--- src/shared/csl_pkg.sv ---
// Constants, register map and field layout of the clock synthesis lock control.
// Assumes a 40 MHz system clock and a 32.768 kHz internal reference.
// What this block does
// - In low-power stop with stop source select zero, timer counts reference clock directly.
// - Outside stop, the reference clock is synchronised before it advances the timer.
// - With the loop enabled, processor bus access is held off after low-power stop until lock returns.
// - System clock may be programmed down to 131 KHz minimum.
// - No loss-of-reference detection; control bit 4 is reserved, no limp function.
// - With the loop enabled, internal reset stays asserted while the lock detector has not seen lock.
// - Slow or fast crystal, the loop compares against a 32.768 kHz reference.
// - Clock mode pin sampled at reset; zero leaves the loop disabled.
// - Lock flag stays low through re-lock; lock comes in 10 ms steps.
package csl_pkg;
  localparam int unsigned SYS_CLK_HZ    = 40_000_000;
  localparam int unsigned REF_HZ        = 32_768;
  localparam int unsigned MIN_SYS_KHZ   = 131;
  localparam int unsigned LOCK_STEP_MS  = 10;
  localparam int unsigned LOCK_WAIT_MS  = 50;
  localparam int unsigned LOCK_STEP_CYC = SYS_CLK_HZ / 1000 * LOCK_STEP_MS;
  localparam int unsigned LOCK_WAIT_STP = LOCK_WAIT_MS / LOCK_STEP_MS;
  localparam int unsigned MULT_MIN_INT  = (MIN_SYS_KHZ * 1000 + REF_HZ - 1) / REF_HZ;

  localparam int unsigned ADDR_W = 4;
  localparam int unsigned DATA_W = 16;

  localparam logic [3:0] ADDR_SYNTH_CTRL = 4'h0;
  localparam logic [3:0] ADDR_STATUS     = 4'h1;
  localparam logic [3:0] ADDR_MASK       = 4'h2;
  localparam logic [3:0] ADDR_TMR_MOD    = 4'h3;
  localparam logic [3:0] ADDR_TMR_COUNT  = 4'h4;

  localparam int unsigned CTRL_STOP_SEL_BIT  = 0;
  localparam int unsigned CTRL_LOC_RST_BIT   = 2;
  localparam int unsigned CTRL_LOCK_BIT      = 3;
  localparam int unsigned CTRL_LIMP_BIT      = 4;
  localparam int unsigned CTRL_MULT_LSB      = 8;
  localparam int unsigned MULT_W             = 8;

  localparam int unsigned EV_W          = 4;
  localparam int unsigned EV_LOCK_GAIN  = 0;
  localparam int unsigned EV_LOCK_LOSS  = 1;
  localparam int unsigned EV_LOCK_WAIT  = 2;
  localparam int unsigned EV_TMR_EXPIRE = 3;

  localparam logic [7:0]  MULT_MIN       = 8'(MULT_MIN_INT);
  localparam logic [7:0]  MULT_RESET     = 8'h10;
  localparam logic [15:0] TMR_MOD_RESET  = 16'h0000;
  localparam logic [3:0]  MASK_RESET     = 4'h0;
endpackage

--- src/csl_sync2.sv ---
// Two-stage synchroniser for a pin-level input.
// Assumes the input is asynchronous to ref_clk; flops free-run through reset.
`timescale 1ns/100ps
module csl_sync2
  import csl_pkg::*;
(
  // Clock
  input  wire logic ref_clk,
  // Data
  input  wire logic d_async,
  output logic      q_sync
);
  typedef struct packed
  {
    logic stage1;
    logic stage2;
  } csl_sync_type;

  csl_sync_type s_reg;
  csl_sync_type s_next;

  always_comb
  begin
    s_next.stage1 = d_async;
    s_next.stage2 = s_reg.stage1;
  end

  always_ff @(posedge ref_clk)
  begin
    s_reg <= s_next;
  end

  assign q_sync = s_reg.stage2;
endmodule

--- src/csl_lock_det.sv ---
// Lock qualification in whole steps, with wait timeout.
// Assumes lock_raw is already synchronised to ref_clk.
`timescale 1ns/100ps
module csl_lock_det
  import csl_pkg::*;
#(
  parameter int unsigned STEP_CYCLES = LOCK_STEP_CYC,
  parameter int unsigned WAIT_STEPS  = LOCK_WAIT_STP
)
(
  // Clock and reset
  input  wire logic ref_clk,
  input  wire logic reset_n,
  // Control
  input  wire logic enable,
  input  wire logic restart,
  input  wire logic lock_raw,
  // Result
  output logic      locked,
  output logic      wait_expired
);
  localparam int unsigned CW = $clog2(STEP_CYCLES);
  localparam int unsigned WW = $clog2(WAIT_STEPS + 1);
  localparam logic [CW-1:0] STEP_LAST = CW'(STEP_CYCLES - 1);
  localparam logic [WW-1:0] WAIT_LAST = WW'(WAIT_STEPS - 1);

  if (STEP_CYCLES < 2 || WAIT_STEPS < 1)
  begin : g_bad_param
    $error("csl_lock_det: step or wait count too small");
  end

  typedef struct packed
  {
    logic [CW-1:0] step_cnt;
    logic [WW-1:0] wait_cnt;
    logic          stable;
    logic          locked;
    logic          timed_out;
    logic          pulse;
  } csl_det_type;

  csl_det_type s_reg;
  csl_det_type s_next;

  always_comb
  begin
    s_next = s_reg;
    s_next.pulse = 1'b0;
    if (!enable || restart)
    begin
      s_next.step_cnt  = '0;
      s_next.wait_cnt  = '0;
      s_next.stable    = 1'b1;
      s_next.locked    = 1'b0;
      s_next.timed_out = 1'b0;
    end
    else
    begin
      if (!lock_raw)
      begin
        s_next.stable = 1'b0;
        s_next.locked = 1'b0;
      end
      if (s_reg.step_cnt == STEP_LAST)
      begin
        s_next.step_cnt = '0;
        s_next.stable   = 1'b1;
        s_next.locked   = s_reg.stable & lock_raw;
        if (s_next.locked)
        begin
          s_next.wait_cnt  = '0;
          s_next.timed_out = 1'b0;
        end
        else if (!s_reg.timed_out)
        begin
          if (s_reg.wait_cnt == WAIT_LAST)
          begin
            s_next.timed_out = 1'b1;
            s_next.pulse     = 1'b1;
          end
          else
          begin
            s_next.wait_cnt = s_reg.wait_cnt + 1'b1;
          end
        end
      end
      else
      begin
        s_next.step_cnt = s_reg.step_cnt + 1'b1;
      end
    end
  end

  always_ff @(posedge ref_clk)
  begin
    if (!reset_n)
    begin
      s_reg <= '{default: '0};
    end
    else
    begin
      s_reg <= s_next;
    end
  end

  assign locked       = s_reg.locked;
  assign wait_expired = s_reg.pulse;
endmodule

--- src/csl_clock_synth_lock_control.sv ---
// Clock synthesis control: mode capture, lock gating, stop re-lock hold, timer clocking.
// Assumes a plain register port from on-chip software and an analogue loop outside.
//
// The strobed register port and the placing of the registers were decided locally.
`timescale 1ns/100ps
module csl_clock_synth_lock_control
  import csl_pkg::*;
#(
  parameter int unsigned LOCK_STEP_CYCLES = LOCK_STEP_CYC,
  parameter int unsigned LOCK_WAIT_STEPS  = LOCK_WAIT_STP
)
(
  // Clock and reset
  input  wire logic              ref_clk,
  input  wire logic              reset_n,
  // Pins and loop
  input  wire logic              reference_clock_input,
  input  wire logic              clock_mode_select_pin,
  input  wire logic              loop_lock_raw,
  // Processor state
  input  wire logic              low_power_stop_mode,
  // Register port
  input  wire logic [ADDR_W-1:0] reg_addr,
  input  wire logic [DATA_W-1:0] reg_wdata,
  input  wire logic              reg_write,
  input  wire logic              reg_read,
  output logic      [DATA_W-1:0] reg_rdata,
  // Loop control
  output logic                   loop_enable,
  output logic      [MULT_W-1:0] synth_multiplier,
  // System control
  output logic                   internal_reset_n,
  output logic                   cpu_bus_hold,
  output logic                   tmr_clock_direct,
  output logic                   tmr_tick,
  output logic                   irq
);
  if (LOCK_STEP_CYCLES < 2 || LOCK_WAIT_STEPS < 1)
  begin : g_bad_param
    $error("csl_clock_synth_lock_control: lock counts too small");
  end

  typedef struct packed
  {
    logic              mode_done;
    logic              loop_en;
    logic [MULT_W-1:0] mult;
    logic              stop_sel;
    logic [EV_W-1:0]   status;
    logic [EV_W-1:0]   mask;
    logic [15:0]       tmr_mod;
    logic [15:0]       tmr_cnt;
    logic              ref_prev;
    logic              stop_prev;
    logic              locked_prev;
    logic              bus_hold;
    logic              rst_n;
    logic              tick;
    logic              irq;
    logic [DATA_W-1:0] rdata;
  } csl_state_type;

  csl_state_type s_reg;
  csl_state_type s_next;

  logic ref_sync;
  logic mode_sync;
  logic lock_sync;
  logic locked;
  logic wait_expired;
  logic restart;

  // Pin synchronisers
  csl_sync2 u_sync_ref
  (
    .ref_clk (ref_clk),
    .d_async (reference_clock_input),
    .q_sync  (ref_sync)
  );

  csl_sync2 u_sync_mode
  (
    .ref_clk (ref_clk),
    .d_async (clock_mode_select_pin),
    .q_sync  (mode_sync)
  );

  csl_sync2 u_sync_lock
  (
    .ref_clk (ref_clk),
    .d_async (loop_lock_raw),
    .q_sync  (lock_sync)
  );

  // Lock qualification
  csl_lock_det
  #(
    .STEP_CYCLES (LOCK_STEP_CYCLES),
    .WAIT_STEPS  (LOCK_WAIT_STEPS)
  )
  u_lock_det
  (
    .ref_clk      (ref_clk),
    .reset_n      (reset_n),
    .enable       (s_reg.loop_en),
    .restart      (restart),
    .lock_raw     (lock_sync),
    .locked       (locked),
    .wait_expired (wait_expired)
  );

  // Register decode
  logic            wr_ctrl;
  logic            wr_status;
  logic            wr_mask;
  logic            wr_mod;
  logic [MULT_W-1:0] mult_wr;
  logic            stop_exit;
  logic            mult_change;
  logic            lock_flag;
  logic            ref_rise;
  logic            direct;
  logic            advance;
  logic [EV_W-1:0] events;
  logic [EV_W-1:0] clear;

  always_comb
  begin
    wr_ctrl   = reg_write && (reg_addr == ADDR_SYNTH_CTRL);
    wr_status = reg_write && (reg_addr == ADDR_STATUS);
    wr_mask   = reg_write && (reg_addr == ADDR_MASK);
    wr_mod    = reg_write && (reg_addr == ADDR_TMR_MOD);
    mult_wr   = reg_wdata[CTRL_MULT_LSB +: MULT_W];
    if (mult_wr < MULT_MIN)
    begin
      mult_wr = MULT_MIN;
    end
  end

  // Re-lock after stop exit or a new multiplier
  always_comb
  begin
    stop_exit   = s_reg.stop_prev && !low_power_stop_mode;
    mult_change = wr_ctrl && (mult_wr != s_reg.mult);
    restart     = s_reg.loop_en && (stop_exit || mult_change);
    lock_flag   = s_reg.loop_en && locked;
  end

  // Timer clock source
  always_comb
  begin
    ref_rise = ref_sync && !s_reg.ref_prev;
    direct   = low_power_stop_mode && !s_reg.stop_sel;
    if (direct)
    begin
      advance = 1'b1;
    end
    else if (!low_power_stop_mode)
    begin
      advance = ref_rise;
    end
    else
    begin
      advance = 1'b0;
    end
  end

  // Events and clears
  always_comb
  begin
    events = '0;
    events[EV_LOCK_GAIN] = lock_flag && !s_reg.locked_prev;
    events[EV_LOCK_LOSS] = !lock_flag && s_reg.locked_prev;
    events[EV_LOCK_WAIT] = wait_expired;
    events[EV_TMR_EXPIRE] = advance && (s_reg.tmr_mod != 16'h0000)
                            && (s_reg.tmr_cnt == 16'h0001);
    clear = wr_status ? reg_wdata[EV_W-1:0] : '0;
  end

  // Next state
  always_comb
  begin
    s_next = s_reg;
    s_next.ref_prev    = ref_sync;
    s_next.stop_prev   = low_power_stop_mode;
    s_next.locked_prev = lock_flag;
    s_next.tick        = advance;

    // Mode pin caught on the first edge after reset release
    if (!s_reg.mode_done)
    begin
      s_next.mode_done = 1'b1;
      s_next.loop_en   = mode_sync;
    end

    // Control register
    if (wr_ctrl)
    begin
      s_next.stop_sel = reg_wdata[CTRL_STOP_SEL_BIT];
      s_next.mult     = mult_wr;
    end

    // Timer counter
    if (wr_mod)
    begin
      s_next.tmr_mod = reg_wdata;
      s_next.tmr_cnt = reg_wdata;
    end
    else if (advance && (s_reg.tmr_mod != 16'h0000))
    begin
      if (s_reg.tmr_cnt <= 16'h0001)
      begin
        s_next.tmr_cnt = s_reg.tmr_mod;
      end
      else
      begin
        s_next.tmr_cnt = s_reg.tmr_cnt - 16'h0001;
      end
    end

    // Sticky status, set wins over clear
    s_next.status = (s_reg.status & ~clear) | events;
    if (wr_mask)
    begin
      s_next.mask = reg_wdata[EV_W-1:0];
    end
    s_next.irq = |(s_next.status & s_next.mask);

    // Processor hold after stop
    if (restart && stop_exit)
    begin
      s_next.bus_hold = 1'b1;
    end
    else if (locked || !s_reg.loop_en)
    begin
      s_next.bus_hold = 1'b0;
    end

    // Internal reset until the loop first locks; released at once with the loop disabled
    s_next.rst_n = s_reg.rst_n || (s_reg.mode_done && !(s_reg.loop_en && !locked));

    // Read data, present only the cycle after the strobe
    s_next.rdata = '0;
    if (reg_read)
    begin
      unique case (reg_addr)
        ADDR_SYNTH_CTRL:
        begin
          s_next.rdata[CTRL_MULT_LSB +: MULT_W] = s_reg.mult;
          s_next.rdata[CTRL_STOP_SEL_BIT]       = s_reg.stop_sel;
          s_next.rdata[CTRL_LOCK_BIT]           = lock_flag;
          s_next.rdata[CTRL_LIMP_BIT]           = 1'b0;
          s_next.rdata[CTRL_LOC_RST_BIT]        = 1'b0;
        end
        ADDR_STATUS:
        begin
          s_next.rdata[EV_W-1:0] = s_reg.status;
        end
        ADDR_MASK:
        begin
          s_next.rdata[EV_W-1:0] = s_reg.mask;
        end
        ADDR_TMR_MOD:
        begin
          s_next.rdata = s_reg.tmr_mod;
        end
        ADDR_TMR_COUNT:
        begin
          s_next.rdata = s_reg.tmr_cnt;
        end
        default:
        begin
          s_next.rdata = '0;
        end
      endcase
    end
  end

  always_ff @(posedge ref_clk)
  begin
    if (!reset_n)
    begin
      s_reg.mode_done   <= 1'b0;
      s_reg.loop_en     <= 1'b0;
      s_reg.mult        <= MULT_RESET;
      s_reg.stop_sel    <= 1'b0;
      s_reg.status      <= '0;
      s_reg.mask        <= MASK_RESET;
      s_reg.tmr_mod     <= TMR_MOD_RESET;
      s_reg.tmr_cnt     <= TMR_MOD_RESET;
      s_reg.ref_prev    <= 1'b1;
      s_reg.stop_prev   <= 1'b0;
      s_reg.locked_prev <= 1'b0;
      s_reg.bus_hold    <= 1'b0;
      s_reg.rst_n       <= 1'b0;
      s_reg.tick        <= 1'b0;
      s_reg.irq         <= 1'b0;
      s_reg.rdata       <= '0;
    end
    else
    begin
      s_reg <= s_next;
    end
  end

  // Outputs
  assign reg_rdata        = s_reg.rdata;
  assign loop_enable      = s_reg.loop_en;
  assign synth_multiplier = s_reg.mult;
  assign internal_reset_n = s_reg.rst_n;
  assign cpu_bus_hold     = s_reg.bus_hold;
  assign tmr_clock_direct = low_power_stop_mode && !s_reg.stop_sel;
  assign tmr_tick         = s_reg.tick;
  assign irq              = s_reg.irq;
endmodule

--- config.mk ---
export PLATFORM = sky130hd
export DESIGN_NAME = csl_clock_synth_lock_control
export DESIGN_NICKNAME = d
export VERILOG_FILES = /design/src/shared/csl_pkg.sv /design/src/csl_sync2.sv /design/src/csl_lock_det.sv /design/src/csl_clock_synth_lock_control.sv
export SDC_FILE = /design/constraint.sdc
export NUM_CORES = 1
export LEC_CHECK = 0
export BUFFER_PORTS_ARGS = -buffer_cell sky130_fd_sc_hd__buf_2
export CAP_MARGIN = 5
export CORE_AREA = 2 2 121 111
export CTS_CLUSTER_DIAMETER = 100
export DETAILED_ROUTE_END_ITERATION = 7
export DIE_AREA = 0 0 123 113
export PLACE_DENSITY = 0.59
export RECOVER_POWER = 50
export SLEW_MARGIN = 20
export SYNTH_ARGS = -nofsm -noshare
export SYNTH_HDL_FRONTEND = slang
export SYNTH_SLANG_ARGS = --single-unit
export TNS_END_PERCENT = 100
--- constraint.sdc ---
create_clock -name ref_clk -period 3.3 [get_ports ref_clk]
set_clock_uncertainty 0.1 [all_clocks]
set_input_delay 0.66 -clock ref_clk [delete_from_list [all_inputs] [get_ports ref_clk]]
set_output_delay 0.66 -clock ref_clk [all_outputs]
set_load 0.01 [all_outputs]
After elaboration in Yosys (flattened, before gate mapping)
Index checks and enable logic that the tools add are counted.
{"block": "totals", "register_bits": 106, "in_bits": 28, "out_inout_bits": 30, "elab_cells": 117}
{"block": "classes", "add_sub_neg": 3, "n_lt_le_gt_ge": 2, "eq_ne": 12, "muxes": 26, "bitwise": 7, "n_reduce_logical": 39}
{"operator": "$mux 16", "n": 3}
{"operator": "$pmux 8 s3", "n": 1}
{"operator": "$add 19x1->19 const B", "n": 1}
{"operator": "$eq 19x19->1 const B", "n": 1}
{"operator": "$logic_and 1x1->1", "n": 17}
{"operator": "$eq 16x1->1 const B", "n": 1}
{"operator": "$le 16x1->1 const B", "n": 1}
{"operator": "$reduce_bool 16->1", "n": 1}
{"operator": "$sub 16x1->16 const B", "n": 1}
{"operator": "$mux 3", "n": 4}
{"operator": "$mux 4", "n": 3}
{"operator": "$pmux 2 s5", "n": 1}
{"operator": "$and 4x4->4", "n": 2}
{"operator": "$eq 4x2->1 const B", "n": 2}
{"operator": "$logic_not 1->1", "n": 8}
{"operator": "$lt 8x3->1 const B", "n": 1}
{"operator": "$mux 8", "n": 1}
{"operator": "$ne 8x8->1", "n": 1}
{"operator": "$mux 1", "n": 6}
{"operator": "$mux 2", "n": 3}
{"operator": "$pmux 3 s2", "n": 1}
{"operator": "$pmux 1 s5", "n": 1}
{"operator": "$reduce_or 5->1", "n": 1}
{"operator": "$eq 4x1->1 const B", "n": 1}
{"operator": "20 further kinds", "n": 26}

Logic depth before layout (Yosys ltp)
{"block": "depth", "ltp_word": 9, "depth_mapped": 9, "depth_no_buf": 7}

By module
A second synthesis with hierarchy kept.
{"block": "hier_totals", "hier_cells": 633, "area_unflattened_um2": 5258.8}
{"module": "csl_clock_synth_lock_control", "instances": 1, "cells_each": 480, "area_each_um2": 3844.9, "seq_area_each_um2": 1481.4}
{"module": "csl_lock_det", "instances": 1, "cells_each": 147, "area_each_um2": 1293.7, "seq_area_each_um2": 520.5}
{"module": "csl_sync2", "instances": 3, "cells_each": 2, "area_each_um2": 40.0, "seq_area_each_um2": 40.0}

Least setup slack after synthesis
No wires, ideal clock.
{"block": "synth_path", "path_type": "input to register", "startpoint": "in reg_wdata[10]", "endpoint": "reg u_lock_det.s_reg[16] (netlist bit)", "setup_ps": 78, "arrival_ps": 2118, "required_time_ps": 3122, "path_slack_ps": 1004, "path_stages": 8, "path_buffers": 2, "path_cell_list": "clkbuf_1 -> nor2_1 -> nand2_1 -> nand2_1 -> a2111oi_0 -> a21oi_2 -> buf_2 -> nor3_1"}
{"block": "synth_via", "elab_chain_len": 8}
{"item": "start: declaration", "line": "csl_clock_synth_lock_control.sv:24", "text": "input wire logic [DATA_W-1:0] reg_wdata,"}
{"item": "$lt 8x3->1", "line": "csl_clock_synth_lock_control.sv:134", "text": "if (mult_wr < MULT_MIN)"}
{"item": "$mux 8 (*)", "line": "csl_clock_synth_lock_control.sv:134"}
{"item": "$ne 8x8->1 (*)", "line": "csl_clock_synth_lock_control.sv:144", "text": "mult_change = wr_ctrl && (mult_wr != s_reg.mult);"}
{"item": "$logic_and 1x1->1 (*)", "line": "csl_clock_synth_lock_control.sv:144"}
{"item": "$logic_or 1x1->1 (*)", "line": "csl_clock_synth_lock_control.sv:145", "text": "restart = s_reg.loop_en && (stop_exit || mult_change);"}
{"item": "$logic_and 1x1->1 (*)", "line": "csl_clock_synth_lock_control.sv:145"}
{"item": "$logic_or 1x1->1 (*)", "line": "csl_lock_det.sv:49", "text": "if (!enable || restart)"}
{"item": "$reduce_or 3->1 (no source line) (*)"}
{"item": "end signal: assignment", "line": "csl_lock_det.sv:102", "text": "s_reg <= s_next;"}
{"item": "end: declaration", "line": "csl_lock_det.sv:42", "text": "csl_det_type s_reg;"}
Mark *: on every way between the ends. The rest lies on a longest branch, timed or not.
A chain may end at the register's enable or synchronous reset.

Worst setup path after layout
{"block": "layout_path", "startpoint": "reg s_reg[23] (netlist bit)", "endpoint": "reg s_reg[34] (netlist bit)"}
{"block": "layout_via", "elab_chain_len": 4, "elab_cells_between_ends": 5, "classes_between": "add/sub: 1; order compare: 1; mux: 3"}
{"item": "start: declaration", "line": "csl_clock_synth_lock_control.sv:63", "text": "csl_state_type s_reg;"}
{"item": "start signal: assignment", "line": "csl_clock_synth_lock_control.sv:302", "text": "s_reg <= s_next;"}
{"item": "$sub 16x1->16 or $le 16x1->1 (tied branches)", "line": "csl_clock_synth_lock_control.sv:217, csl_clock_synth_lock_control.sv:211"}
{"item": "$mux 16 (*)", "line": "csl_clock_synth_lock_control.sv:211", "text": "if (s_reg.tmr_cnt <= 16'h0001)"}
{"item": "$mux 16 (*)", "line": "csl_clock_synth_lock_control.sv:209", "text": "else if (advance && (s_reg.tmr_mod != 16'h0000))"}
{"item": "$mux 16 (*)", "line": "csl_clock_synth_lock_control.sv:204", "text": "if (wr_mod)"}
Mark *: on every way between the ends. The rest lies on a longest branch, timed or not. The select of a mux whose other input is x is not followed.

==> run metrics <==
synthesized cell area=about 0.005 sq mm; CP required=between 3 and 4 ns; post-DR wirelength/cell=16.9 um; fraction of final layout cells sized beyond drive strength 1=0.101; ys async rst share=0; Yosys Warn Count=0; slowest cell delay on critical path=a little under 0.5 ns; Fillers=1300; postcts setup bufs=0; Syn Nets=about 630; Num CTS Buffers=9; TritonCTS clock tree=done; FP Rows=39; vias in the first global route=4207; highest routed layer=met4; Final WS setup=0.565 ns; Max Freq=between 300 and 400 MHz; total negative slack=0 ns; Avg Cell Area, Syn=~8.4 sq um; WP buf/inv=2; initial antenna violation count=0; Clock Path Buffers=2; slowest CP cell=dfxtp_1; core footprint=between 0.01 and 0.015 sq mm; Worst-path clk slew=~0.07 ns; DIE HEIGHT=approximately 110 um; Worst Setup SP=s_reg[23]; #FFs+latches synth=between 100 and 150; total track usage=0.199; Setup CP Type=flop to flop; Register-to-Register Path Depth=8; worst hold path cell count=0; drt initial violations=around 370; die area=roughly 0.014 sq mm; input/output buffers=57; RSZ-0062 raised after global routing=false; Top delay family on crit path=simple AND/OR/NAND/NOR gates; R2R setup slack=0.56 ns; largest net degree at the start of global routing=38; Max-Cap Viols=0; htree depth=3; dpl ws=0.581 ns; HPWL after detailed placement=roughly 9.4 mm; starting density of the core=0.396; Congestion Overflow GR=0; period utilization=0.829; Setup crit start kind=flop; PwrDens=580 mW/mm^2; HP Class=flop to flop; Worst Hold Path EP=u_sync_lock.q_sync; PostCTS Resize Cnt=0; synthesis-to-layout area growth=11.1%; drt total wl=13.3 mm; R2R Path End=s_reg[34]; max reg flops=45; critical path peak fanout=11; worst skew pair latency=between 0.3 and 0.4 ns; DRC=0; HP Start=u_sync_lock.s_next[0]; fin crit period=about 2.7 ns; iteration count of the initial detailed-routing pass=7; WP data arrival=about 2.9 ns; EDFF count, synth=0; clock root cell=clkbuf_16; io pins=58; worst r2r src=s_reg[23]; Least-Margin Pin Slew=about 1.1 ns; die extent in x=between 100 and 150 um; final hold violations=0; Slew Viols, Final=0; nets=~650; most common cell after layout, fill and taps aside=dfxtp_1; Setup Viol. Count Final=0; vias per cell=roughly 5.6; Met3 Routed Length=roughly 700 um; via count=between 4k and 5k; ordered cell list for the critical path=inv_1 -> ha_1 -> o21ai_1 -> or2_1 -> buf_4 -> o22ai_1 -> and3_1 -> nor4_1; Synth cell types=66; Routed Antenna Nets=0; met1 WL=approximately 6.3 mm; Top FF cell, synth=dfxtp_1; peak supply drop=roughly 0.40 mV; leakage=between 1.5 and 2 nW; clk sinks=roughly 110; n_diodes=0; sequential-to-total area share from yosys stat=0.426; crit end category=flop; Cells after Synth=a little under 600; WL met2=roughly 6.0 mm; first-pass GRT wire length=21.6 mm; most frequent cells in the layout=106 x dfxtp_1, 70 x nand2_1, 54 x nor2_1, 48 x a21oi_1, 34 x clkbuf_1; status=finished, final reports clean; Post-CTS Hold Fix Bufs=0; Rel. slew slack=0.285; GP Congestion=roughly 0.86
[cell usage after synthesis (3+ instances only)]
cell type  number  area, sq um
a211oi_1        8         60.1
a21oi_1        48          240
a222oi_1        8         80.1
a22oi_1         7         52.6
a2bb2oi_1       5         43.8
a31oi_1        10         62.6
and3_1          3         18.8
and4_1          3         26.3
buf_2           6         30.0
buf_4          24          180
clkbuf_1       20         75.1
dfxtp_1       106         2120
ha_1            5         62.6
inv_1          15         56.3
mux2i_1         7         70.1
nand2_1        70          263
nand2b_1        6         37.5
nand3_1        26          130
nand4_1         9         56.3
nor2_1         54          203
nor2b_1         4         25.0
nor3_1         33          165
nor3b_1         4         30.0
nor4_1         14         87.6
o211ai_1        3         22.5
o21ai_0        17         85.1
o22ai_1         8         50.1
o31ai_1         3         22.5
o32ai_1         3         26.3
xnor2_1        13          114
xor2_1         10         87.6
[worst register-to-register path, cell delays in order, from the launching register on]
cell     delay, ns
dfxtp_1       0.49
inv_1         0.11
ha_1          0.35
o21ai_1       0.47
or2_1         0.42
buf_4         0.25
o22ai_1       0.08
and3_1        0.18
nor4_1        0.19
[routing by layer]
layer,vias to the layer above,track usage
li1,2177,-
met1,2086,0.270
met2,112,0.307
met3,20,0.0494
met4,0,0.0682
met5,-,0
[stage by stage]
stage	cell area, sq um	power (mW)	cells	utilization	hold WS [ns]
after floorplan	4980	1.89	594	-	0.210
after global placement	5250	2.02	772	0.417	0.213
after detailed placement	5250	2.02	772	0.417	0.212
after CTS	5590	3.24	788	0.444	0.228
after global routing	5530	3.37	788	0.440	0.240
final	5530	3.21	788	0.440	0.228
[layout make-up]
class	count	area (sq um)	share of cell area
Multi-Input combinational cell	418	2490	0.450
Tap cell	164	205	0.0371
Inverter	16	60.1	0.0109
Timing Repair Buffer	68	317	0.0572
Clock buffer	13	270	0.0488
Sequential cell	106	2120	0.383
Clock inverter	3	68.8	0.0124
[logic make-up after synthesis]
group	count (synthesis)	share of synthesized area
buffers and inverters	70	0.0761
AOI/OAI and AO/OA	140	0.183
adders and majority gates	5	0.0126
xor gates and xnor gates	23	0.0405
and+or+nand+nor	240	0.238
DFF	106	0.426
muxes	10	0.0231
[worst max path at each step]
stage	endpoint	cells after the start
floorplan	u_lock_det.s_reg[16]	8
global placement	s_reg[34]	8
detailed placement	u_lock_det.s_reg[3]	8
CTS	s_reg[34]	8
global route	s_reg[28]	8
finish	s_reg[34]	8
[report_power, final]
group	internal (mW)	switching, mW	leakage, nW
combinational	0.235	0.388	0.891
sequential	1.32	0.0606	0.860
clock	0.730	0.476	0.166
Note: power is estimated with default switching activity, not from simulation.
